[config.mk]
export PLATFORM = sky130hd
export DESIGN_NAME = interp_filter_mode_control
export DESIGN_NICKNAME = d
export VERILOG_FILES = /design/src/ifm_pkg.sv /design/src/interp_filter_mode_control.sv
export SDC_FILE = /design/constraint.sdc
export NUM_CORES = 1
export LEC_CHECK = 0
export BUFFER_PORTS_ARGS = -buffer_cell sky130_fd_sc_hd__buf_4
export CORE_ASPECT_RATIO = 1.75
export CORE_MARGIN = 2
export CORE_UTILIZATION = 50
export DETAILED_ROUTE_END_ITERATION = 10
export PLACE_DENSITY = 0.72
export SYNTH_ARGS = -nofsm -noshare
export SYNTH_HDL_FRONTEND = slang
export SYNTH_SLANG_ARGS = --single-unit
[constraint.sdc]
create_clock -name SYS_CLK_I -period 22.7 [get_ports SYS_CLK_I]
set_input_delay 1.135 -clock SYS_CLK_I [delete_from_list [all_inputs] [get_ports SYS_CLK_I]]
set_output_delay 1.135 -clock SYS_CLK_I [all_outputs]
set_load 0.01 [all_outputs]
[src/ifm_pkg.sv]
// Constants and carrier types for the interpolating filter mode control
package ifm_pkg;
   // ------------------------------------------------------------
   // Data word
   // ------------------------------------------------------------
   localparam logic [15:0] MID_SCALE  = 16'h8000; // Output clear code
   localparam logic [4:0]  FRAME_CLKS = 5'h10;    // Edges per frame
   localparam logic [4:0]  FCNT_MAX   = 5'h1f;    // Count saturates
   localparam logic [3:0]  STEP_MASK  = 4'h7;     // Step mask at ratio 2
   localparam logic [1:0]  K_SHIFT    = 2'h3;     // Phase shift at ratio 2
   localparam logic [4:0]  N_BASE     = 5'h02;    // Lowest ratio
   localparam logic [4:0]  SH_BASE    = 5'h03;    // Divide by 2*N*N

   // ------------------------------------------------------------
   // Register map (byte addresses)
   // ------------------------------------------------------------
   localparam logic [3:0]  REG_CTRL   = 4'h0;  // Control
   localparam logic [3:0]  REG_LATCH  = 4'h4;  // Output latch
   localparam logic [3:0]  REG_STAT   = 4'h8;  // Status
   localparam int unsigned CTRL_AUTO  = 0;     // Auto reset enable
   localparam logic        CTRL_RST   = 1'b1;  // Auto reset on
   localparam int unsigned STAT_RUN   = 0;     // Filter running
   localparam int unsigned STAT_RATIO = 1;     // Ratio code, 2 bits
   localparam int unsigned STAT_ERR   = 8;     // Bad frames, 8 bits

   // ------------------------------------------------------------
   // Carriers and states
   // ------------------------------------------------------------
   typedef struct packed {
      logic filter_use_n_bypass;
      logic filter_reset_n;
      logic ratio_sel_hi;
      logic ratio_sel_lo;
      logic output_mute_n;
   } cfg_s;

   typedef struct packed {
      logic bit_clk;
      logic frame_sync;
      logic serial_word_in;
   } link_s;

   typedef enum logic [1:0] {FILT_HALT, FILT_ARM, FILT_RUN} filt_e;
endpackage

[src/interp_filter_mode_control.sv]
// Mode control, serial input and quadratic interpolator of the output path
`timescale 1ns/10ps
`default_nettype none
module interp_filter_mode_control
   import ifm_pkg::*;
(
   input  wire logic        SYS_CLK_I,
   input  wire logic        SYS_RST_I,
   input  wire logic        BIT_CLK_I,
   input  wire logic        FRAME_SYNC_I,
   input  wire logic        SERIAL_WORD_IN_I,
   input  wire logic        FILTER_USE_N_BYPASS_I,
   input  wire logic        FILTER_RESET_N_I,
   input  wire logic        RATIO_SEL_HI_I,
   input  wire logic        RATIO_SEL_LO_I,
   input  wire logic        OUTPUT_MUTE_N_I,
   input  wire logic [3:0]  ADR_I,
   input  wire logic [31:0] DAT_I,
   input  wire logic        WE_I,
   input  wire logic [3:0]  SEL_I,
   input  wire logic        STB_I,
   input  wire logic        CYC_I,
   output logic      [31:0] DAT_O,
   output logic             ACK_O,
   output logic      [15:0] LATCH_O,
   output logic             UPDATE_O,
   output logic             FILTER_RUN_O
);

   // ------------------------------------------------------------
   // Pin synchronisers
   // ------------------------------------------------------------
   cfg_s  cfg_m;   // First stage, read by second only
   cfg_s  cfg;     // Config pins, safe to use
   link_s lnk_m;   // First stage, read by second only
   link_s lnk;     // Link pins, safe to use
   logic  clk_d;   // Bit clock one cycle back

   // Two flops on every asynchronous pin
   always_ff @(posedge SYS_CLK_I) begin
      if (SYS_RST_I) begin
         cfg_m <= '0;
         cfg   <= '0;
         lnk_m <= '0;
         lnk   <= '0;
         clk_d <= 1'b0;
      end else begin
         cfg_m <= {FILTER_USE_N_BYPASS_I, FILTER_RESET_N_I,
                   RATIO_SEL_HI_I, RATIO_SEL_LO_I, OUTPUT_MUTE_N_I};
         cfg   <= cfg_m;
         lnk_m <= {BIT_CLK_I, FRAME_SYNC_I, SERIAL_WORD_IN_I};
         lnk   <= lnk_m;
         clk_d <= lnk.bit_clk;
      end
   end

   // ------------------------------------------------------------
   // Decoded pin levels
   // ------------------------------------------------------------
   logic       rise;     // Rising bit clock edge
   logic       use_flt;  // Latch fed by filter
   logic       mute;     // Output clear wanted
   logic [1:0] code;     // Ratio code
   logic [3:0] mask;     // Step spacing minus one
   logic [1:0] kshift;   // Counter to phase shift

   assign rise    = lnk.bit_clk & ~clk_d;
   assign use_flt = cfg.filter_use_n_bypass;
   assign mute    = ~cfg.output_mute_n;
   assign code    = {cfg.ratio_sel_hi, cfg.ratio_sel_lo};
   assign mask    = STEP_MASK >> code;
   assign kshift  = K_SHIFT - code;

   // ------------------------------------------------------------
   // Quadratic interpolation between three words
   // ------------------------------------------------------------
   // Weights (N-k)^2, 2N^2-(N-k)^2-k^2, k^2 over 2N^2; N is a
   // power of two so the divide is a shift and never rounds badly
   function automatic logic [15:0] interp(
      input logic [15:0] a0,
      input logic [15:0] a1,
      input logic [15:0] a2,
      input logic [3:0]  k,
      input logic [1:0]  c
   );
      logic [4:0]  n;
      logic [4:0]  nk;
      logic [9:0]  wa;
      logic [9:0]  wb;
      logic [9:0]  wc;
      logic [26:0] acc;
      logic [4:0]  sh;
      n   = N_BASE << c;
      nk  = n - {1'b0, k};
      wa  = {5'h00, nk} * {5'h00, nk};
      wc  = {6'h00, k} * {6'h00, k};
      wb  = (({5'h00, n} * {5'h00, n}) << 1) - wa - wc;
      acc = {17'h0, wa} * {11'h0, a0}
          + {17'h0, wb} * {11'h0, a1}
          + {17'h0, wc} * {11'h0, a2};
      sh  = {2'b00, c, 1'b0} + SH_BASE;
      return 16'(acc >> sh);
   endfunction

   // ------------------------------------------------------------
   // Serial input, filter and output latch
   // ------------------------------------------------------------
   logic [15:0] sreg;      // Input shift register
   logic [15:0] temp;      // Temporary word register
   logic        fs_d;      // Frame sync at last edge
   logic        fs_fell;   // Frame fell at last edge
   logic [4:0]  fcnt;      // Edges in current frame
   logic [3:0]  cnt;       // Edges since word entered filter
   logic [15:0] p0;        // Oldest filter input
   logic [15:0] p1;        // Previous filter input
   logic [15:0] p2;        // Current filter input
   filt_e       fstate;    // Filter run state
   logic [15:0] latch;     // Output latch
   logic        upd;       // Latch loaded pulse
   logic [7:0]  err;       // Bad frames seen
   logic [15:0] next_sreg;
   logic [15:0] next_temp;
   logic        next_fs_d;
   logic        next_fs_fell;
   logic [4:0]  next_fcnt;
   logic [3:0]  next_cnt;
   logic [15:0] next_p0;
   logic [15:0] next_p1;
   logic [15:0] next_p2;
   filt_e       next_fstate;
   logic [15:0] next_latch;
   logic        next_upd;
   logic [7:0]  next_err;
   logic        auto_en;   // Auto reset enable bit
   logic        fs_fall;   // Frame falls at this edge
   logic        step;      // Filter output step
   logic [15:0] y;         // Filter output word

   assign fs_fall = rise & fs_d & ~lnk.frame_sync;

   // Next values of the datapath
   always_comb begin
      next_sreg    = sreg;
      next_temp    = temp;
      next_fs_d    = fs_d;
      next_fs_fell = fs_fell;
      next_fcnt    = fcnt;
      next_cnt     = cnt;
      next_p0      = p0;
      next_p1      = p1;
      next_p2      = p2;
      next_fstate  = fstate;
      next_latch   = latch;
      next_upd     = 1'b0;
      next_err     = err;
      step         = 1'b0;
      // Release waits for a word boundary to restart
      if (fstate == FILT_HALT) begin
         next_fstate = FILT_ARM;
      end
      if (rise) begin
         // Input path never stops, muted or reset
         next_sreg    = {sreg[14:0], lnk.serial_word_in};
         next_fs_d    = lnk.frame_sync;
         next_fs_fell = fs_fall;
         next_fcnt    = (fcnt == FCNT_MAX) ? fcnt : fcnt + 5'h01;
         if (fstate == FILT_RUN) begin
            next_cnt = cnt + 4'h1;
            step = ((next_cnt & mask) == 4'h0) && (next_cnt != 4'h0);
         end
         if (fs_fall) begin
            // Last 16 bits before the fall, right-justified
            next_temp = sreg;
            next_fcnt = 5'h01;
            if (fstate == FILT_RUN && fcnt != FRAME_CLKS) begin
               next_err = (err == 8'hff) ? err : err + 8'h01;
               if (auto_en) begin
                  next_fstate = FILT_ARM;
               end
            end
         end
         if (fs_fell && fstate != FILT_HALT && next_fstate != FILT_HALT) begin
            // Second edge after the fall: word enters filter
            next_fstate = FILT_RUN;
            next_cnt    = 4'h0;
            step        = 1'b1;
            next_p0     = p1;
            next_p1     = p2;
            next_p2     = temp;
         end
      end
      // Low reset pin halts only the filter
      if (!cfg.filter_reset_n) begin
         next_fstate = FILT_HALT;
         next_cnt    = 4'h0;
      end
      // Cleared history reads as mid-scale
      if (next_fstate != FILT_RUN) begin
         next_p0 = MID_SCALE;
         next_p1 = MID_SCALE;
         next_p2 = MID_SCALE;
      end
      y = interp(next_p0, next_p1, next_p2, next_cnt >> kshift, code);
      // Output latch selection at each scheduled update
      if (rise && fs_fell) begin
         next_upd = 1'b1;
         if (mute) begin
            next_latch = MID_SCALE;
         end else if (!use_flt) begin
            next_latch = temp;
         end else if (next_fstate == FILT_RUN) begin
            next_latch = y;
         end else begin
            next_latch = MID_SCALE;
         end
      end else if (rise && use_flt && !cfg.filter_reset_n) begin
         // Only visible while bit clock runs and filter in use
         next_upd   = 1'b1;
         next_latch = MID_SCALE;
      end else if (rise && use_flt && step) begin
         next_upd   = 1'b1;
         next_latch = mute ? MID_SCALE : y;
      end
   end

   // Datapath registers
   always_ff @(posedge SYS_CLK_I) begin
      if (SYS_RST_I) begin
         sreg    <= 16'h0000;
         temp    <= MID_SCALE;
         fs_d    <= 1'b0;
         fs_fell <= 1'b0;
         fcnt    <= 5'h00;
         cnt     <= 4'h0;
         p0      <= MID_SCALE;
         p1      <= MID_SCALE;
         p2      <= MID_SCALE;
         fstate  <= FILT_HALT;
         latch   <= MID_SCALE;
         upd     <= 1'b0;
         err     <= 8'h00;
      end else begin
         sreg    <= next_sreg;
         temp    <= next_temp;
         fs_d    <= next_fs_d;
         fs_fell <= next_fs_fell;
         fcnt    <= next_fcnt;
         cnt     <= next_cnt;
         p0      <= next_p0;
         p1      <= next_p1;
         p2      <= next_p2;
         fstate  <= next_fstate;
         latch   <= next_latch;
         upd     <= next_upd;
         err     <= next_err;
      end
   end

   // ------------------------------------------------------------
   // Wishbone classic slave
   // ------------------------------------------------------------
   logic        ack;          // Bus acknowledge
   logic [31:0] rdat;         // Read data register
   logic        next_ack;
   logic [31:0] next_rdat;
   logic        next_auto_en;
   logic        req;          // New access this cycle

   // One wait state; unmapped reads give zero and still ack
   always_comb begin
      req          = CYC_I & STB_I & ~ack;
      next_ack     = req;
      next_rdat    = 32'h0000_0000;
      next_auto_en = auto_en;
      // Write commits at the edge where the master samples ack
      if (ack && CYC_I && STB_I && WE_I && ADR_I == REG_CTRL && SEL_I[0]) begin
         next_auto_en = DAT_I[CTRL_AUTO];
      end
      if (req && !WE_I) begin
         unique case (ADR_I)
            REG_CTRL: begin
               next_rdat[CTRL_AUTO] = auto_en;
            end
            REG_LATCH: begin
               next_rdat[15:0] = latch;
            end
            REG_STAT: begin
               next_rdat[STAT_RUN]       = (fstate == FILT_RUN);
               next_rdat[STAT_RATIO +: 2] = code;
               next_rdat[STAT_ERR +: 8]   = err;
            end
            default: begin
               next_rdat = 32'h0000_0000;
            end
         endcase
      end
   end

   // Bus registers
   always_ff @(posedge SYS_CLK_I) begin
      if (SYS_RST_I) begin
         ack     <= 1'b0;
         rdat    <= 32'h0000_0000;
         auto_en <= CTRL_RST;
      end else begin
         ack     <= next_ack;
         rdat    <= next_rdat;
         auto_en <= next_auto_en;
      end
   end

   // ------------------------------------------------------------
   // Outputs, all from flops
   // ------------------------------------------------------------
   logic run_q;  // Filter running flag

   always_ff @(posedge SYS_CLK_I) begin
      if (SYS_RST_I) begin
         run_q <= 1'b0;
      end else begin
         run_q <= (next_fstate == FILT_RUN);
      end
   end

   assign DAT_O        = rdat;
   assign ACK_O        = ack;
   assign LATCH_O      = latch;
   assign UPDATE_O     = upd;
   assign FILTER_RUN_O = run_q;

endmodule
`default_nettype wire

### Yosys cells after proc, flatten, opt, wreduce, memory -nomap -nowiden

Cells that the tools add are included.
W data, S select, Z words.

| operators by class | value |
|---|---|
| add/sub/neg operators | 10 |
| order comparisons | 0 |
| muxes and demuxes | 39 |
| divide/modulo/power cells | 0 |
| equal/unequal tests | 9 |
| bitwise logic cells | 12 |
| reductions and logical operators | 28 |
| multipliers | 6 |
| shifts and indexed selects | 4 |

Operator list:

| kind | count |
|---|---|
| $mux W16 | 16 |
| $mul A10 B16 Y26 | 2 |
| $add A26 B26 Y27 | 1 |
| $add A27 B24 Y27 | 1 |
| $shr A27 B4 Y16 | 1 |
| $mul A8 B16 Y24 | 1 |
| $mux W2 | 8 |
| $mux W4 | 4 |
| $pmux W8 S2 | 1 |
| $logic_and A1 B1 Y1 | 14 |
| $mul A5 B5 Y10 | 1 |
| $mux W5 | 2 |
| $sub A10 B10 Y10 | 1 |
| $sub A10 B8 Y10 | 1 |
| $mul A5 B5 Y9 | 1 |
| $add A8 B1 Y8 const B | 1 |
| $eq A8 B8 Y1 const B | 1 |
| $logic_not A4 Y1 | 2 |
| $mul A4 B4 Y8 | 1 |
| $mux W1 | 6 |
| $not A1 Y1 | 6 |
| $add A5 B1 Y5 const B | 1 |
| $and A1 B1 Y1 | 5 |
| $eq A5 B5 Y1 const B | 1 |
| 24 further kinds | 29 |

| storage, ports and cells | value |
|---|---|
| logic and storage cells | 144 |
| output and inout bits | 51 |
| register bits | 170 |
| input port bits | 53 |
| bits in writable memories | 0 |
| ROM bits | 0 |
| bits in latches | 0 |
| memories kept | 0 |

### Logic depth before layout (Yosys ltp)

Gate-level depths: netlist (run 1).

| logic depth | value |
|---|---|
| depth after elaboration | 24 |
| gate-level depth with buffers | 61 |
| gate-level depth less buffers | 57 |

### Worst setup path after synthesis (run 1)

Ideal clock, no wire load.

| timing path | value |
|---|---|
| path type | reg2reg |
| start point | register cnt[0] |
| end point | register latch[15] (netlist: LATCH_O[15]) |
| period minus slack after synthesis | 13.774 ns |
| data arrival time | 13.652 ns |
| setup time | 0.121 ns |
| path buffers | 2 |
| path slack | 8.926 ns |
| stages on the path, launching flop included | 55 |
| path through | dfxtp_1 > ha_1 > and4bb_1 > a31oi_1 > a31oi_1 > nand3_1 > o21ai_1 > inv_1 > clkbuf_1 > ha_1 > nor2_1 > inv_1 > a41oi_1 > xor2_1 > nand2_1 > fa_1 > fa_1 > inv_1 > (+19 left out) > fa_1 > fa_1 > fa_1 > inv_1 > fa_1 > fa_1 > ha_1 > a21o_1 > or3_1 > nor3_1 > o21ai_0 > a41o_1 > a31o_2 > xor2_1 > a221oi_1 > nor2b_1 > o21a_1 > nor3_1 |

| between the ends | value |
|---|---|
| longest elaborated chain between the ends | 18 |
| elaborated cells between the ends (all ways) | 33 |

Ends and longest elaborated chain:

| element | RTL line | RTL |
|---|---|---|
| from (decl) | interp_filter_mode_control.sv:113 | `logic [3:0] cnt;` |
| from (signal assigned) | interp_filter_mode_control.sv:248 | `cnt <= next_cnt;` |
| $add A4 B1 Y4 | interp_filter_mode_control.sv:168 | `next_cnt = cnt + 4'h1;` |
| $mux W4 | interp_filter_mode_control.sv:167 | `if (fstate == FILT_RUN) begin` |
| $mux W4 | interp_filter_mode_control.sv:182 | `if (fs_fell && fstate != FILT_HALT && next_fstate != FILT_HALT) begin` |
| $mux W4 | interp_filter_mode_control.sv:161 | `if (rise) begin` |
| $mux W4 | interp_filter_mode_control.sv:193 | `if (!cfg.filter_reset_n) begin` |
| $shr A4 B2 Y4 | interp_filter_mode_control.sv:203 | `y = interp(next_p0, next_p1, next_p2, next_cnt >> kshift, code);` |
| $sub A5 B4 Y5 | interp_filter_mode_control.sv:94 | `nk = n - {1'b0, k};` |
| $mul A5 B5 Y10 | interp_filter_mode_control.sv:95 | `wa = {5'h00, nk} * {5'h00, nk};` |
| (+2 left out) | - |  |
| $mul A10 B16 Y26 | interp_filter_mode_control.sv:99 | `+ {17'h0, wb} * {11'h0, a1}` |
| $add A26 B26 Y27 | interp_filter_mode_control.sv:99 |  |
| $add A27 B24 Y27 | interp_filter_mode_control.sv:100 | `+ {17'h0, wc} * {11'h0, a2};` |
| $shr A27 B4 Y16 | interp_filter_mode_control.sv:102 | `return 16'(acc >> sh);` |
| $mux W16, on equally long branches | interp_filter_mode_control.sv:222, interp_filter_mode_control.sv:211 |  |
| $mux W16, on equally long branches | interp_filter_mode_control.sv:220, interp_filter_mode_control.sv:209 |  |
| $mux W16, on equally long branches | interp_filter_mode_control.sv:216, interp_filter_mode_control.sv:207 |  |
| $mux W16 | interp_filter_mode_control.sv:205 | `if (rise && fs_fell) begin` |
| to (signal assigned) | interp_filter_mode_control.sv:253 | `latch <= next_latch;` |
| to (decl) | interp_filter_mode_control.sv:118 | `logic [15:0] latch;` |

Parallel ways exist; a longest one is shown, timed or not. The select of a mux whose other input is x is not followed.
A chain may end at the register's enable or synchronous reset.

### Final worst setup path (run 1)

| timing path | value |
|---|---|
| start point | register lnk[2] (netlist bit) |
| end point | register latch[13] (netlist: LATCH_O[13]) |

| between the ends | value |
|---|---|
| longest elaborated chain between the ends | 23 |
| elaborated cells between the ends (all ways) | 50 |

Ends and longest elaborated chain:

| element | RTL line | RTL |
|---|---|---|
| from (decl) | interp_filter_mode_control.sv:36 | `link_s lnk;` |
| from (signal assigned) | interp_filter_mode_control.sv:52 | `lnk <= lnk_m;` |
| $and A1 B1 Y1 (*) | interp_filter_mode_control.sv:67 | `assign rise = lnk.bit_clk & ~clk_d;` |
| $and A1 B1 Y1 (2 in series) | interp_filter_mode_control.sv:139 | `assign fs_fall = rise & fs_d & ~lnk.frame_sync;` |
| $mux W2 | interp_filter_mode_control.sv:171 | `if (fs_fall) begin` |
| $mux W2 | interp_filter_mode_control.sv:161 |  |
| $reduce_bool A2 Y1 | interp_filter_mode_control.sv:182 |  |
| $logic_and A1 B1 Y1 | interp_filter_mode_control.sv:182 |  |
| $mux W4 | interp_filter_mode_control.sv:182 |  |
| $mux W4 | interp_filter_mode_control.sv:161 |  |
| (+6 left out) | - |  |
| $mul A10 B16 Y26 | interp_filter_mode_control.sv:99 |  |
| $add A26 B26 Y27 | interp_filter_mode_control.sv:99 |  |
| $add A27 B24 Y27 | interp_filter_mode_control.sv:100 |  |
| $shr A27 B4 Y16 | interp_filter_mode_control.sv:102 |  |
| $mux W16, on equally long branches | interp_filter_mode_control.sv:222, interp_filter_mode_control.sv:211 |  |
| $mux W16, on equally long branches | interp_filter_mode_control.sv:220, interp_filter_mode_control.sv:209 |  |
| $mux W16, on equally long branches | interp_filter_mode_control.sv:216, interp_filter_mode_control.sv:207 |  |
| $mux W16 | interp_filter_mode_control.sv:205 |  |

Every way passes the cells marked *; elsewhere a longest branch is shown, timed or not. The select of a mux whose other input is x is not followed.

==> flow_metrics.py, run 1 <==
metrics = {
    "synth": {
        "syn_inst": 2528,
        "synth_edf_count": 0,
        "yosysSeqAreaShare_pct": 14.3,
        "synth_mux_area_share_pct": 2.63,
        "synthDistinctLibCells": 82,
        "synthArstFlopShare_pct": 0,
        "synthAdderAreaFrac_pct": 43.0,
        "syn_area_per_cell_um2": 8.53,
        "synth-compound-area-share_pct": 8.96,
        "synth_simple_gate_area_share_pct": 18.6,
        "synth_seq_cells": 154,
        "synth_top_family_by_area": "adder cells",
        "syn_area_um2": 21600,
        "ys.flop_type": "dfxtp_1",
        "synth_xor_area_share_pct": 2.62,
        "yosys_warnings": 0,
    },
    "cells_and_area": {
        "antennaDiodeCount": 0,
        "instances_no_fill": 3098,
        "syn2layout_area_growth_pct": 7.14,
        "most-common-layout-cells": "inv_1 (411), nor2_1 (372), fa_1 (351)",
        "final_common_cell": "inv_1",
        "finalInstanceArea_um2": 23100,
        "nets": 3107,
        "drive_above_1_share_pct": 7.77,
    },
    "routing": {
        "wire_per_inst_um": 20.0,
        "drc": 0,
        "vias": 17591,
        "drt_iter0_drc": 875,
        "viasPerCell": 5.68,
        "first_pass_iters": 5,
        "antenna_left": 0,
        "routed_wl_um": 61900,
    },
    "power_and_ir_drop": {
        "clkPwrFrac_pct": 34.6,
        "peakVddDrop_mv": 0.102,
        "power_leakage_nw": 9.94,
        "powerDensity_nw_per_um2": 39.6,
        "power_frac_seq_pct": 29.9,
        "intPower_mw": 0.560,
        "switchingPower_mw": 0.355,
        "comb_power_share_pct": 35.5,
        "switching_share_pct": 38.8,
    },
    "critical_path": {
        "path_common_cell": "fa_1",
        "r2r_end": "LATCH_O[13]$_SDFFE_PP0P_",
        "required_ns": 23.01,
        "critPathMaxStageDelay_ns": 0.73,
        "worst_setup_path_end_kind": "register",
        "cp_top_family": "adder cells",
        "cp_max_fo": 25,
        "slowest_stage": "and2b_1",
        "crit_arrival_ns": 16.53,
        "start_kind": "register",
        "reg2regPathDepth": 54,
        "setup.worst_path.class": "reg -> reg",
        "r2r_start": "lnk[2]$_SDFF_PP0_",
        "cp.buffers_inverters": 10,
        "r2r_setup_slack_ns": 6.48,
    },
    "sta": {
        "period_minus_slack_ns": 16.22,
        "slew_viol_final": 0,
        "fin_setup_tns_ns": 0,
        "finalSetupViolations": 0,
        "finClkSkew_ns": 0.0170,
        "rsz0062_at_grt": "false",
        "fin_ws_ns": 6.48,
        "clock.fmax_ghz": 0.0616,
        "hold_violations": 0,
        "worst_slew_pin_slew_ns": 1.18,
        "relSlewSlack_pct": 20.7,
        "fin_crit_sh_pct": 71.5,
    },
    "cts": {
        "cts_tree": "done",
        "clock_sink_count": 154,
        "clock_latency_ns": 0.47,
        "clk_pin_slew_ns": 0.08,
        "cts_hold_buf": 0,
        "h-tree-depth": 4,
        "cts_resized": 0,
        "cts_inserted_buffers": 17,
        "root_buffer": "clkbuf_16",
        "cts_setup_buffers": 0,
        "clk_path_buf_depth": 2,
    },
    "placed_design": {
        "postPlaceCellArea_um2": 22500,
        "dp_slack_ns": 6.75,
        "gp_congestion": 0.999,
        "dp.cells": 3066,
        "dp_hpwl_um": 52000,
        "port-buffer-count": 53,
    },
    "floorplanning": {
        "start_util_pct": 50.7,
        "core_area_um2": 42500,
        "io_pins": 104,
        "rows": 100,
        "die_y_um": 279,
        "dieArea_um2": 44900,
        "die_x_um": 161,
    },
    "global_routing": {
        "met1_usage_pct": 28.1,
        "grt_pass1_wl_um": 98700,
        "grt_max_degree": 83,
        "grt_busiest_layer": "met2",
        "grt_use_total_pct": 28.5,
        "grtUsageMet3_pct": 3.12,
        "use_met2_pct": 53.7,
        "grt_pass1_vias": 19176,
        "gr-total-overflow": 0,
        "antenna_found_initial": 0,
    },
    "worst_hold_path": {
        "min_path_type": "reg -> reg",
        "min_from": "cfg_m[3]$_SDFF_PP0_",
        "holdPathEnd": "cfg[3]$_SDFF_PP0_",
        "hold_depth": 1,
    },
    "outcome": {
        "status": "completed",
    },
    "job": {
        "maxCapViolations": 0,
    },
}
## final cells by class
type | count | area (um^2)
fillers | 3908 | 19400
clock buffers | 18 | 429
clock inverters | 14 | 200
multi-input cells | 1840 | 16400
inverters | 420 | 1580
repair buffers | 91 | 683
well taps | 561 | 702
flip-flops and latches | 154 | 3080
## synth_stat cells, drive strengths merged, types with 17 or more instances
| library cell | n | share of area [%] |
|---|---|---|
| nor2b | 26 | 0.75 |
| a21oi | 93 | 2.2 |
| nor3 | 62 | 1.4 |
| nand3 | 20 | 0.46 |
| clkbuf | 100 | 1.7 |
| buf | 29 | 0.85 |
| xor2 | 23 | 0.97 |
| dfxtp | 154 | 14 |
| inv | 414 | 7.2 |
| nor2 | 375 | 6.6 |
| fa | 351 | 33 |
| a211oi | 17 | 0.65 |
| o21ai | 42 | 0.97 |
| or3 | 31 | 0.90 |
| xnor2 | 36 | 1.7 |
| mux2i | 51 | 2.4 |
| nand2b | 25 | 0.74 |
| a21o | 22 | 0.77 |
| or2 | 40 | 1.2 |
| and2 | 31 | 0.90 |
| ha | 179 | 10 |
| nand2 | 245 | 4.3 |
## logic make-up (layout without fill, tap and decap cells)
group / after synthesis / after routing
AOI/OAI and AO/OA: 283 / 283
xor gates and xnor gates: 59 / 59
adders and majority gates: 530 / 530
buffers and inverters: 549 / 543
DFF: 154 / 154
muxes: 56 / 56
other: 1 / 16
and+or+nand+nor: 896 / 896
## stage by stage
step	hold WS [ns]	total power, mW	utilization [%]
3_3_place_gp	0.418	0.593	52.8
5_1_grt	0.451	0.951	54.3
2_1_floorplan	0.414	0.489	-
6_report	0.428	0.914	54.3
4_1_cts	0.441	0.913	54.3
3_5_place_dp	0.430	0.596	52.8
## worst max-delay path by stage
stage	cells after the start	from	to	slack, ns
3_3_place_gp	54	clk_d$_SDFF_PP0_	LATCH_O[15]$_SDFFE_PP1P_	7.07
3_5_place_dp	55	lnk[2]$_SDFF_PP0_	LATCH_O[13]$_SDFFE_PP0P_	6.75
2_1_floorplan	54	cnt[0]$_SDFF_PP0_	LATCH_O[15]$_SDFFE_PP1P_	8.93
6_report	54	lnk[2]$_SDFF_PP0_	LATCH_O[13]$_SDFFE_PP0P_	6.48
5_1_grt	54	lnk[2]$_SDFF_PP0_	LATCH_O[15]$_SDFFE_PP1P_	5.68
4_1_cts	54	lnk[2]$_SDFF_PP0_	LATCH_O[13]$_SDFFE_PP0P_	6.70
## worst register-to-register path: cells and delay by family, from the launching register on
family,cells,cell delay [ns]
mux,1,0.11
xor+xnor,5,1.28
compound gates,15,3.84
flops,1,0.36
buf+inv,10,1.71
fa+ha+maj,15,6.57
simple gates,8,2.20
## power groups by stage
stage	clock (mW)	sequential [mW]	combinational, mW
after floorplan	0	0.279	0.210
after global placement	0	0.279	0.313
after detailed placement	0	0.280	0.316
after CTS	0.319	0.273	0.321
after global routing	0.327	0.274	0.350
final	0.316	0.273	0.324
## flip-flops by register name, indices dropped and copies added, names as in the netlist, 2 cells and up
name,cells
cfg_m,5
fcnt,5
p2,16
p1,16
lnk,3
cnt,4
fstate,2
lnk_m,3
p0,16
DAT_O,16
err,8
sreg,16
cfg,4
LATCH_O,16
temp,16
## layer usage
| metal | routed length [um] | share of wire, % |
|---|---|---|
| met1 | 20400 | 33 |
| met5 | 0 | 0 |
| met3 | 2790 | 4.5 |
| met4 | 5700 | 9.2 |
| met2 | 33000 | 53 |
(Power assumes the default switching activity.)
==> inputs of run 2 (changes only) <==
- clock period: 22.7 -> 15.1 ns (I/O delays scaled with it)
==> run 2 against run 1 <==
  * Clock power up 45%
  * Setup slack worse by 5.6 ns
  * Largest power group unchanged
  * Fmax up 14%
  * Cell area up 0.35%
  * Via count up 0.52%
  * Highest routed layer unchanged
==> flow_metrics.py, run 2 (synthesis results as in run 1) <==
metrics = {
    "critical_path": {
        "setup.worst_path.class": "reg -> reg",
        "cp_top_family": "adder cells",
        "critPathMaxStageDelay_ns": 0.53,
        "worst_setup_path_end_kind": "register",
        "slowest_stage": "fa_1",
        "cp_max_fo": 15,
        "path_common_cell": "fa_1",
        "start_kind": "register",
        "required_ns": 15.46,
        "crit_arrival_ns": 14.57,
        "cp.buffers_inverters": 7,
        "crit_start": "cnt[0]$_SDFF_PP0_",
        "r2r_start": "cnt[0]$_SDFF_PP0_",
    },
    "global_routing": {
        "grt_max_degree": 63,
        "grt_pass1_wl_um": 100000,
        "antenna_found_initial": 1,
        "gr-total-overflow": 0,
        "grt_pass1_vias": 19283,
        "grt_use_total_pct": 28.9,
    },
    "power_and_ir_drop": {
        "switching_share_pct": 39.4,
        "intPower_mw": 0.838,
        "power_leakage_nw": 9.99,
        "peakVddDrop_mv": 0.0807,
        "switchingPower_mw": 0.545,
        "clkPwrFrac_pct": 33.0,
        "power_frac_seq_pct": 29.7,
        "p_total_mw": 1.38,
        "comb_power_share_pct": 37.2,
        "powerDensity_nw_per_um2": 59.7,
    },
    "cells_and_area": {
        "final_common_cell": "inv_1",
        "finalInstanceArea_um2": 23200,
        "most-common-layout-cells": "inv_1 (411), nor2_1 (372), fa_1 (351)",
        "drive_above_1_share_pct": 8.17,
        "instances_no_fill": 3107,
        "fillers": 3910,
        "syn2layout_area_growth_pct": 7.52,
        "nets": 3115,
    },
    "sta": {
        "whs_ns": 0.440,
        "finClkSkew_ns": 0.0148,
        "clock.fmax_ghz": 0.0704,
        "hold_violations": 0,
        "fin_crit_sh_pct": 94.1,
        "worst_slew_pin_slew_ns": 1.18,
        "fin_setup_tns_ns": 0,
        "finalSetupViolations": 0,
        "slew_viol_final": 0,
        "period_minus_slack_ns": 14.21,
        "relSlewSlack_pct": 21.3,
        "rsz0062_at_grt": "false",
    },
    "floorplanning": {
        "dieArea_um2": 44900,
        "core_area_um2": 42500,
        "die_x_um": 161,
        "die_y_um": 279,
        "rows": 100,
        "start_util_pct": 50.7,
        "io_pins": 104,
    },
    "cts": {
        "root_buffer": "clkbuf_16",
        "clock_sink_count": 154,
        "cts_inserted_buffers": 17,
        "clk_pin_slew_ns": 0.08,
        "cts_hold_buf": 0,
        "clk_path_buf_depth": 2,
        "cts_tree": "done",
        "h-tree-depth": 4,
        "clock_latency_ns": 0.47,
    },
    "placed_design": {
        "dp_hpwl_um": 53200,
        "dp.cells": 3073,
        "gp_congestion": 0.953,
        "postPlaceCellArea_um2": 22500,
        "port-buffer-count": 53,
    },
    "routing": {
        "first_pass_iters": 5,
        "antenna_left": 0,
        "wire_per_inst_um": 20.2,
        "viasPerCell": 5.69,
        "routed_wl_um": 62700,
        "drt_iter0_drc": 914,
        "vias": 17683,
        "drc": 0,
    },
    "outcome": {
        "status": "completed",
    },
    "job": {
        "maxCapViolations": 0,
    },
    "worst_hold_path": {
        "min_path_type": "reg -> reg",
        "min_from": "lnk_m[0]$_SDFF_PP0_",
    },
}
==> run 2: cell count changes in the layout (fill, tap and decap cells not counted) <==
cell,previous run,this run
buf_12,0,1
buf_4,91,98
bufinv_16,3,2
clkinv_2,0,2
clkinv_4,1,0
clkinvlp_4,1,0
diode_2,0,1
inv_6,5,6
o41ai_1,1,0
o41ai_2,0,1
xnor2_1,32,31
xnor2_4,1,2
xor2_1,22,21
xor2_2,1,2
==> run 2: metrics by stage <==
stage | utilization (%) | setup WS, ns
after floorplan | - | 1.33
after global placement | 52.9 | 0.773
after detailed placement | 52.9 | 0.606
after CTS | 54.4 | 0.506
after global routing | 54.5 | 0.0644
final | 54.5 | 0.887
==> run 2: power groups by stage <==
| stage | clock network (mW) | logic [mW] | registers, mW |
|---|---|---|---|
| 2_1_floorplan | 0 | 0.316 | 0.419 |
| 3_3_place_gp | 0 | 0.477 | 0.420 |
| 3_5_place_dp | 0 | 0.485 | 0.421 |
| 4_1_cts | 0.461 | 0.491 | 0.411 |
| 5_1_grt | 0.475 | 0.548 | 0.412 |
| 6_report | 0.457 | 0.515 | 0.411 |
==> run 2: final cells by class <==
| class | instances | area, um^2 | share of cell area [%] |
|---|---|---|---|
| antenna | 1 | 2.50 | 0.0108 |
| clock buffer | 18 | 429 | 1.85 |
| clock inverter | 14 | 173 | 0.745 |
| inverter | 420 | 1580 | 6.80 |
| multi-input combinational | 1840 | 16500 | 71.0 |
| sequential | 154 | 3080 | 13.3 |
| tap | 561 | 702 | 3.03 |
| timing repair buffer | 99 | 756 | 3.26 |
==> run 2: repair_timing <==
action | CTS | global route
buffers inserted | 0 | 1
endpoints found under the setup margin | 0 | 5
resized for setup | 0 | 4
hold endpoints to repair | 0 | 0
==> run 2: final timing paths <==
check | slack (ns) | cells after the start | end
setup / recovery | 0.89 | 53 | LATCH_O[15]$_SDFFE_PP1P_
hold / removal | 0.44 | 1 | lnk[0]$_SDFF_PP0_
setup reg to reg | 0.89 | 53 | LATCH_O[15]$_SDFFE_PP1P_
hold reg to reg | 0.44 | 1 | lnk[0]$_SDFF_PP0_
==> run 2: layer usage <==
metal / part of all wire [%] / global-route usage, % / vias up
met2: 54 / 55.1 / 703
met1: 32 / 27.6 / 8777
met3: 4.7 / 3.19 / 287
met5: 0 / 0 / -
li1: - / - / 7916
met4: 9.4 / 23.2 / 0
